File: src/srw_pkg.sv
// constants shared by the supervisor reset watchdog
package srw_pkg;
    localparam int    SRW_CLK_HZ       = 20_000_000;
    localparam int    SRW_WDOG_MS      = 1600;  // watchdog period, ms
    localparam int    SRW_HOLD_MS      = 200;   // reset_hold_time, ms
    // longest-time style counts round down
    localparam int    SRW_WDOG_CYC     = SRW_WDOG_MS * (SRW_CLK_HZ / 1000);
    localparam int    SRW_HOLD_CYC     = SRW_HOLD_MS * (SRW_CLK_HZ / 1000);
    localparam int    SRW_CNT_W        = 26;
    localparam int    SRW_SYNC_STAGES  = 3;
    localparam logic  SRW_RST_N_RESET  = 1'b0;
    localparam logic  SRW_PFO_RESET    = 1'b0;
    localparam logic  SRW_BACKUP_RESET = 1'b1;
endpackage

File: src/srw_top.sv
// supervisor: reset generation, watchdog, power-fail flag, ram supply select
// What this block does
// - watchdog expiry after steady input triggers reset
// - any kick edge clears the watchdog timer
// - watchdog held cleared during reset, counts after
// - steady kick gives pulses every period plus hold
// - watchdog cannot be disabled outside backup
// - triggered reset lasts reset hold time
// - reset held by low supply/manual, then extended
// - each supply drop restarts hold timer
// - manual reset idle high, bounce tolerated
// - open-drain active-high reset is inverse
// - power-fail flag follows sense comparison
// - below switchover flag forced low, comparison off
// - backup selected below switchover and backup, or minimum
// - return to main only above reset level
// - no backup entry while supply above switchover, unless below minimum
// - backup disables watchdog, manual; reset held
`timescale 1ns/1ns
module srw_top
    import srw_pkg::*;
#(
    parameter int WDOG_CYC = SRW_WDOG_CYC,
    parameter int HOLD_CYC = SRW_HOLD_CYC
) (
    input  wire logic clk,
    input  wire logic rst_n,
    input  wire logic supply_below_reset_in,
    input  wire logic supply_below_switchover_in,
    input  wire logic supply_below_backup_in,
    input  wire logic supply_below_minimum_in,
    input  wire logic powerfail_sense_in,
    input  wire logic watchdog_kick_in,
    input  wire logic manual_reset_n,
    output logic      reset_out_n,
    output logic      reset_high_out,
    output logic      reset_high_oe_n,
    output logic      powerfail_flag_n,
    output logic      ram_supply_out
);
    typedef enum logic [1:0] {
        SRW_ST_HOLD   = 2'b00,
        SRW_ST_EXTEND = 2'b01,
        SRW_ST_RUN    = 2'b10,
        SRW_ST_BACKUP = 2'b11
    } srw_state_t;

    logic below_rst;
    logic below_sw;
    logic below_bat;
    logic below_min;
    logic pf_sense;
    logic kick;
    logic mr_n;

    // all pin-level comparator results pass the 3-flop filter
    srw_sync #(.RESET_VAL(1'b1)) u_sync_rst (
        .clk       (clk),
        .rst_n     (rst_n),
        .pin_in    (supply_below_reset_in),
        .level_out (below_rst)
    );
    srw_sync #(.RESET_VAL(1'b1)) u_sync_sw (
        .clk       (clk),
        .rst_n     (rst_n),
        .pin_in    (supply_below_switchover_in),
        .level_out (below_sw)
    );
    srw_sync #(.RESET_VAL(1'b1)) u_sync_bat (
        .clk       (clk),
        .rst_n     (rst_n),
        .pin_in    (supply_below_backup_in),
        .level_out (below_bat)
    );
    srw_sync #(.RESET_VAL(1'b1)) u_sync_min (
        .clk       (clk),
        .rst_n     (rst_n),
        .pin_in    (supply_below_minimum_in),
        .level_out (below_min)
    );
    srw_sync #(.RESET_VAL(1'b0)) u_sync_pf (
        .clk       (clk),
        .rst_n     (rst_n),
        .pin_in    (powerfail_sense_in),
        .level_out (pf_sense)
    );
    srw_sync #(.RESET_VAL(1'b0)) u_sync_kick (
        .clk       (clk),
        .rst_n     (rst_n),
        .pin_in    (watchdog_kick_in),
        .level_out (kick)
    );
    // pull-up makes an open pin read high; bounce only restarts the hold
    srw_sync #(.RESET_VAL(1'b1)) u_sync_mr (
        .clk       (clk),
        .rst_n     (rst_n),
        .pin_in    (manual_reset_n),
        .level_out (mr_n)
    );

    srw_state_t state_reg;
    srw_state_t state_next;
    logic       kick_prev_reg;
    logic       kick_prev_next;
    logic       backup_reg;
    logic       backup_next;
    logic       pfo_reg;
    logic       pfo_next;
    logic       rst_n_reg;
    logic       rst_n_next;

    logic       kick_edge;
    logic       hold_load;
    logic       hold_done;
    logic       wd_load;
    logic       wd_run;
    logic       wd_done;

    assign kick_edge = kick ^ kick_prev_reg;

    srw_timer #(.CNT_W(SRW_CNT_W)) u_hold (
        .clk      (clk),
        .rst_n    (rst_n),
        .load     (hold_load),
        .load_val (SRW_CNT_W'(HOLD_CYC)),
        .run      (state_reg == SRW_ST_EXTEND),
        .done     (hold_done)
    );

    srw_timer #(.CNT_W(SRW_CNT_W)) u_wdog (
        .clk      (clk),
        .rst_n    (rst_n),
        .load     (wd_load),
        .load_val (SRW_CNT_W'(WDOG_CYC)),
        .run      (wd_run),
        .done     (wd_done)
    );

    always_comb begin
        state_next     = state_reg;
        hold_load      = 1'b0;
        wd_load        = 1'b0;
        wd_run         = 1'b0;
        kick_prev_next = kick;
        backup_next    = backup_reg;
        // backup entry below switchover and backup, or below minimum; exit only above reset level
        if (below_min) begin
            backup_next = 1'b1;
        end else if (below_sw && below_bat) begin
            backup_next = 1'b1;
        end else if (!below_rst) begin
            backup_next = 1'b0;
        end
        // comparison gated off below switchover level
        pfo_next = below_sw ? 1'b0 : pf_sense;
        unique case (state_reg)
            SRW_ST_HOLD: begin
                hold_load = 1'b1;
                wd_load   = 1'b1;
                if (backup_reg) begin
                    state_next = SRW_ST_BACKUP;
                end else if (!below_rst && mr_n) begin
                    state_next = SRW_ST_EXTEND;
                end
            end
            SRW_ST_EXTEND: begin
                wd_load = 1'b1;
                if (backup_reg) begin
                    state_next = SRW_ST_BACKUP;
                end else if (below_rst || !mr_n) begin
                    state_next = SRW_ST_HOLD;
                end else if (hold_done) begin
                    state_next = SRW_ST_RUN;
                end
            end
            SRW_ST_RUN: begin
                // always counting here; there is no disable path
                wd_run  = 1'b1;
                wd_load = kick_edge;
                if (backup_reg) begin
                    state_next = SRW_ST_BACKUP;
                end else if (below_rst || !mr_n) begin
                    state_next = SRW_ST_HOLD;
                end else if (wd_done && !kick_edge) begin
                    // expiry reloads hold, so pulses repeat
                    hold_load  = 1'b1;
                    state_next = SRW_ST_EXTEND;
                end
            end
            SRW_ST_BACKUP: begin
                // manual reset and watchdog ignored here
                hold_load = 1'b1;
                wd_load   = 1'b1;
                if (!backup_reg) begin
                    state_next = SRW_ST_HOLD;
                end
            end
        endcase
        // backup entry drops reset on the edge that sets backup_reg, a cycle before the state change
        rst_n_next = (state_next == SRW_ST_RUN) && !backup_next;
    end

    always_ff @(posedge clk or negedge rst_n) begin
        if (!rst_n) begin
            state_reg     <= SRW_ST_HOLD;
            kick_prev_reg <= 1'b0;
            backup_reg    <= SRW_BACKUP_RESET;
            pfo_reg       <= SRW_PFO_RESET;
            rst_n_reg     <= SRW_RST_N_RESET;
        end else begin
            state_reg     <= state_next;
            kick_prev_reg <= kick_prev_next;
            backup_reg    <= backup_next;
            pfo_reg       <= pfo_next;
            rst_n_reg     <= rst_n_next;
        end
    end

    assign reset_out_n      = rst_n_reg;
    // open drain: pull low only when reset is released
    assign reset_high_out   = 1'b0;
    assign reset_high_oe_n  = ~rst_n_reg;
    assign powerfail_flag_n = pfo_reg;
    assign ram_supply_out   = backup_reg;
endmodule

File: src/srw_sync.sv
// three-stage pin synchroniser; change accepted when stages two and three agree
`timescale 1ns/1ns
module srw_sync
    import srw_pkg::*;
#(
    parameter logic RESET_VAL = 1'b0
) (
    input  wire logic clk,
    input  wire logic rst_n,
    input  wire logic pin_in,
    output logic      level_out
);
    logic [2:0] stage_reg;
    logic [2:0] stage_next;
    logic       level_reg;
    logic       level_next;

    always_comb begin
        stage_next = {stage_reg[1:0], pin_in};
        level_next = level_reg;
        if (stage_reg[1] == stage_reg[2]) begin
            level_next = stage_reg[2];
        end
    end

    always_ff @(posedge clk or negedge rst_n) begin
        if (!rst_n) begin
            stage_reg <= {3{RESET_VAL}};
            level_reg <= RESET_VAL;
        end else begin
            stage_reg <= stage_next;
            level_reg <= level_next;
        end
    end

    assign level_out = level_reg;
endmodule

File: src/srw_timer.sv
// down counter: load, hold cleared, count, flag when expired
`timescale 1ns/1ns
module srw_timer
    import srw_pkg::*;
#(
    parameter int CNT_W = SRW_CNT_W
) (
    input  wire logic             clk,
    input  wire logic             rst_n,
    input  wire logic             load,
    input  wire logic [CNT_W-1:0] load_val,
    input  wire logic             run,
    output logic                  done
);
    logic [CNT_W-1:0] cnt_reg;
    logic [CNT_W-1:0] cnt_next;

    always_comb begin
        cnt_next = cnt_reg;
        if (load) begin
            cnt_next = load_val;
        end else if (run && cnt_reg != '0) begin
            cnt_next = cnt_reg - CNT_W'(1);
        end
    end

    always_ff @(posedge clk or negedge rst_n) begin
        if (!rst_n) begin
            cnt_reg <= '0;
        end else begin
            cnt_reg <= cnt_next;
        end
    end

    assign done = (cnt_reg == '0);
endmodule

File: config.mk
export PLATFORM = sky130hd
export DESIGN_NAME = srw_top
export DESIGN_NICKNAME = d
export VERILOG_FILES = /design/src/srw_pkg.sv /design/src/srw_top.sv /design/src/srw_sync.sv /design/src/srw_timer.sv
export SDC_FILE = /design/constraint.sdc
export NUM_CORES = 1
export LEC_CHECK = 0
export BUFFER_PORTS_ARGS = -buffer_cell sky130_fd_sc_hd__clkbuf_2
export CAP_MARGIN = 20
export CORE_MARGIN = 4
export CORE_UTILIZATION = 51
export DETAILED_ROUTE_END_ITERATION = 7
export GPL_ROUTABILITY_DRIVEN = 1
export PLACE_DENSITY_LB_ADDON = 0.3
export SLEW_MARGIN = 25
export SYNTH_ARGS = -nofsm -noshare
export SYNTH_HDL_FRONTEND = slang
export SYNTH_SLANG_ARGS = --single-unit
File: constraint.sdc
create_clock -name clk -period 6.9 [get_ports clk]
set_clock_uncertainty 0.05 [all_clocks]
set_input_delay 1.38 -clock clk [delete_from_list [all_inputs] [get_ports clk]]
set_output_delay 1.38 -clock clk [all_outputs]
set_load 0.01 [all_outputs]
======== Word-level counts from Yosys, hierarchy flattened ========
Index checks and enable logic that the tools add are counted.
W data, S select, Z words.
word-level totals
  latch bits .............................. 0
  input bits .............................. 9
  output and inout bits ................... 5
  bits in read-only memories .............. 0
  flip-flop bits (word level) ............. 86
  memory bits (writable) .................. 0
  memories kept ........................... 0
  word-level logic and storage cells ...... 80
operators by class
  bitwise logic cells ..................... 2
  $mul .................................... 0
  mux-type cells .......................... 24
  shift operators ......................... 0
  $add $sub $neg .......................... 2
  equal/unequal tests ..................... 11
  $lt $le $gt $ge ......................... 0
  div/mod/pow operators ................... 0
  reductions and logical operators ........ 20
operators with widths
  cell                     number
  $mux W26                 4
  $logic_not A26 Y1        2
  $reduce_bool A26 Y1      2
  $sub A26 B1 Y26 const B  2
  $mux W2                  9
  $mux W1                  8
  $pmux W2 S4              1
  $eq A1 B1 Y1             7
  $eq A2 B2 Y1 const B     3
  $logic_and A1 B1 Y1      6
  $logic_not A1 Y1         4
  $pmux W1 S2              2
  $reduce_bool A2 Y1       2
  $reduce_or A3 Y1         1
  $eq A2 B1 Y1 const B     1
  $logic_not A2 Y1         1
  $reduce_or A2 Y1         1
  $logic_or A1 B1 Y1       1
  $not A1 Y1               1
  $xor A1 B1 Y1            1

======== Logic depth before layout (Yosys ltp) ========
  depth in word-level cells ............... 9
  gate-level depth with buffers ........... 9
  gate-level depth less buffers ........... 7

======== Cells and area by module ========
From an unflattened synthesis, not the netlist that was laid out.
second synthesis, totals
  cell total of the unflattened synthesis .. 425
  area total of the unflattened synthesis .. 4513.1 um^2
by module, submodules not included
  module                      area each (um^2)  seq. area each (um^2)  cells each  instances
  srw_timer                   1634.1            650.6                  172         2
  srw_sync (u_sync_bat ...)   116.4             105.1                  5           5
  srw_top                     440.4             151.4                  46          1
  srw_sync (u_sync_kick ...)  111.4             100.1                  5           2

======== Worst setup path after synthesis ========
Ideal clock, no wire load.
  kind .................................... flip-flop to flip-flop
  from .................................... register state_reg[1]
  to ...................................... register u_hold.cnt_reg[19]
  slack ................................... 4.427 ns
  clock period less this slack ............ 2.473 ns
  cell stages (with the launch flop) ...... 10
  required time ........................... 6.724 ns
  data arrival time ....................... 2.297 ns
  setup time .............................. 0.126 ns
  path through ............................ dfrtp_1 -> inv_1 -> ha_1 -> or3b_2 -> clkbuf_1 -> or3_1 -> clkbuf_1 -> a2111oi_2 -> xnor2_1 -> nand2_1
on the way
  word-level cells in the longest chain between the ends .. 4
ends and longest elaborated chain
  element                                           RTL line         RTL
  from (decl)                                       srw_top.sv:101   srw_state_t state_reg;
  from (signal assigned)                            srw_top.sv:211   state_reg <= state_next;
  $eq A2 B2 Y1 or $logic_not A2 Y1 (tied branches)  srw_top.sv:156   unique case (state_reg)
  $reduce_or A2 Y1 (no line)                        n/a
  $pmux W1 S2                                       srw_top.sv:156
  $mux W26 or $reduce_bool A2 Y1 (tied branches)    n/a
  to (signal assigned)                              srw_timer.sv:31  cnt_reg <= cnt_next;
  to (decl)                                         srw_timer.sv:15  logic [CNT_W-1:0] cnt_reg;
Several ways; a longest one is shown, not always the timed one.
A chain may end at the register's enable or synchronous reset.

======== Final worst setup path ========
  from .................................... register state_reg[1]
  to ...................................... register u_hold.cnt_reg[15]
The elaborated chain is that of the path after synthesis.

==> results.yml <==
run_status:
  outcome: "completed"
floorplanning:
  pin_count: 14
  die_h_um: 99.2
  start_util_pct: 53.8
  dieArea_mm2: 0.00984
  fp.dieW_um: 99.2
  rows: 32
  coreArea_mm2: 0.00789
placement:
  dp_slack_ps: 3940
  port_buffers: 12
  hpwlAfterDp_mm: 5.74
  dp_cells: 507
  place_congestion: 0.816
routing:
  detail-route-antenna-nets: 0
  first_pass_iters: 5
  wl_mm: 8.35
  avgViaCountPerCell: 6.15
  vias: 3217
  drtIter0Drc: 189
  wl_per_cell_um: 16.0
  drc: 0
cts:
  ctsLongestPathBuffers: 2
  cts_tree: "built"
  clock_latency_ps: 360
  cts.sinks: 86
  root_buffer: "clkbuf_8"
  ctsHtreeMaxLevel: 3
  postCtsSetupRepairBufs: 0
  cts_resized: 0
  cts_hold_buf: 0
  path_clk_slew_ps: 100
  cts_buffers: 9
worst_setup_path:
  path_class: "flip-flop to flip-flop"
  crit_buf_inv: 1
  worstPathArrival_ps: 3170
  cp-end-kind: "flip-flop"
  cp-start-kind: "flip-flop"
  crit_required_ps: 7070
  cp_top_family: "simple AND/OR/NAND/NOR gates"
  max_stage_delay_ps: 650
  crit_slowest_cell: "nor3_1"
  cp_max_fo: 11
  path_cells: "inv_1 > ha_1 > or3b_2 > nor3_1 > o211ai_1 > xor2_1 > nor2_1"
global_routing:
  grt_first_pass_wirelength_mm: 14.2
  antenna_found_initial: 0
  grt_pass1_vias: 3051
  grt_overflow: 0
  track_usage_pct: 17.8
  grt_max_degree: 87
sta:
  holdWs_ps: 310
  tightest_slew_ps: 990
  fin_tns_setup_ps: 0
  hold_viol: 0
  setup_ws_ps: 3900
  maxSlewHeadroom_pct: 33.7
  slew_violations: 0
  timing.fmax_ghz: 0.334
  rsz0062_at_grt: "false"
  period_share_pct: 43.4
  fin_crit_ps: 3000
  setup_viol: 0
power_and_ir_drop:
  p_leak_nw: 1.74
  p_sw_share_pct: 42.3
  ir_drop_v: 0.000229
  combPwrFrac_pct: 38.0
  p_switching_w: 0.000665
  pwr-share-clk_pct: 22.0
  internal-power_w: 0.000907
  powerDensity_mw_per_mm2: 345
  p_seq_share_pct: 40.0
final_layout:
  nFillCells: 658
  drive_gt1_share_pct: 15.7
  n_antenna_cell: 0
  stdcell_count: 523
  area_growth_pct: 7.32
  nets: 432
synthesis:
  synth_nets: 429
  ys_ff_latch: 86
  synth-async-reset-ratio_pct: 100
  synth_top_area_cell: "dfrtp_1"
  synth-edff-count: 0
  synth_area_per_cell_um2: 10.3
  syn-cell-area_mm2: 0.00424
  ys_types: 65
  netlist.area_leader.share_pct: 38.3
  ys_top_cells_by_area: "dfrtp_1, dfstp_2, nor2_1"
  synth_ff_type: "dfrtp_1"
  ys_warn_count: 0
  seq_area_frac_synth_pct: 51.4
  synthCells: 413
min_path:
  hp-class: "flip-flop to flip-flop"
job:
  cap_violations: 0
==> layer usage <==
metal  share of wire (%)  GRT usage (%)  wire, µm  vias up
li1                    -              -         -     1561
met1                  47           24.7      3950     1569
met2                  47           27.5      3880       79
met3                 5.1           4.49       428        8
met4                0.97           5.88        81        0
met5                   0              0         0        -
==> kinds of logic (layout without fill, tap and decap cells) <==
logic type	count (synthesis)	after routing	share of synthesized area, %
other	1	1	0.0884
flip-flops	86	86	51.4
adder cells (fa/ha/maj)	14	14	3.72
multiplexers	1	1	0.236
AND/OR/NAND/NOR	165	165	21.8
XOR/XNOR	19	19	3.92
buffers and inverters	34	42	3.22
AO/OA/AOI/OAI	93	93	15.7
==> metrics by stage <==
| stage | power, W | util, % | cell area [µm²] |
|---|---|---|---|
| global route | 0.00168 | 57.7 | 4550 |
| finish | 0.00157 | 57.7 | 4550 |
| floorplan | 0.00109 | - | 4240 |
| global placement | 0.00121 | 55.2 | 4350 |
| detailed placement | 0.00123 | 55.2 | 4360 |
| CTS | 0.00158 | 57.7 | 4550 |
==> placed cells by master, fill, tap and decap left out, types with 4 or more instances in the layout <==
master | Yosys | layout
a211oi_1 | 7 | 7
a21oi_1 | 21 | 21
a31oi_1 | 6 | 6
and2_1 | 4 | 4
clkbuf_2 | 0 | 11
clkbuf_8 | 0 | 9
dfrtp_1 | 65 | 65
dfstp_2 | 21 | 21
ha_1 | 7 | 7
inv_1 | 12 | 12
maj3_1 | 7 | 7
nand2_1 | 24 | 24
nand2b_1 | 5 | 5
nand3_1 | 10 | 10
nand4_1 | 9 | 9
nor2_1 | 32 | 32
nor3_1 | 9 | 9
nor4_1 | 17 | 17
o211ai_1 | 4 | 4
o21ai_0 | 12 | 11
o31ai_1 | 11 | 11
o41ai_1 | 5 | 5
or2_2 | 4 | 4
or3_1 | 14 | 14
or4_1 | 14 | 14
xnor2_1 | 11 | 11
xor2_1 | 8 | 8
==> cell type report <==
| cell class | instances | area (µm²) | area share, % |
|---|---|---|---|
| clock buffer | 9 | 124 | 2.72 |
| clock inverter | 7 | 72.6 | 1.59 |
| inverter | 13 | 48.8 | 1.07 |
| multi-input combinational | 293 | 1930 | 42.3 |
| sequential | 86 | 2180 | 47.9 |
| tap | 102 | 128 | 2.80 |
| timing repair buffer | 13 | 73.8 | 1.62 |
==> power groups by stage <==
stage | combinational [W] | clock, W | sequential [W]
after floorplan | 0.000471 | 0 | 0.000619
after global placement | 0.000577 | 0 | 0.000635
after detailed placement | 0.000590 | 0 | 0.000637
after CTS | 0.000593 | 0.000356 | 0.000628
after global routing | 0.000665 | 0.000378 | 0.000642
final | 0.000597 | 0.000345 | 0.000629
==> cell usage after synthesis, drive strengths merged (3+ instances only) <==
library cell	n
nor3	10
o211ai	4
dfrtp	65
o41ai	5
xor2	8
nor4	18
or4	14
buf	5
or2	6
dfstp	21
clkbuf	16
inv	12
and2	5
maj3	7
a2111oi	3
a211oi	7
or3	14
o31ai	11
ha	7
nand4	9
nand2	24
nand4b	3
o21ai	12
nand3	10
and3	3
xnor2	11
nor2	34
nand2b	5
a31oi	6
a21oi	21
==> final timing paths <==
check / from / to / slack, ps / cells after the start
setup / recovery: state_reg[1] / u_hold.cnt_reg[15] / 3900 / 7
setup reg to reg: state_reg[1] / u_hold.cnt_reg[15] / 3900 / 7
hold / removal: u_sync_sw.stage_reg[0] / u_sync_sw.stage_reg[1] / 310 / 0
hold reg to reg: u_sync_sw.stage_reg[0] / u_sync_sw.stage_reg[1] / 310 / 0
min in group asynchronous: rst_n / u_wdog.cnt_reg[8] / 1010 / 1
max in group asynchronous: rst_n / powerfail_flag_n / 5280 / 1
(Power assumes the default switching activity.)
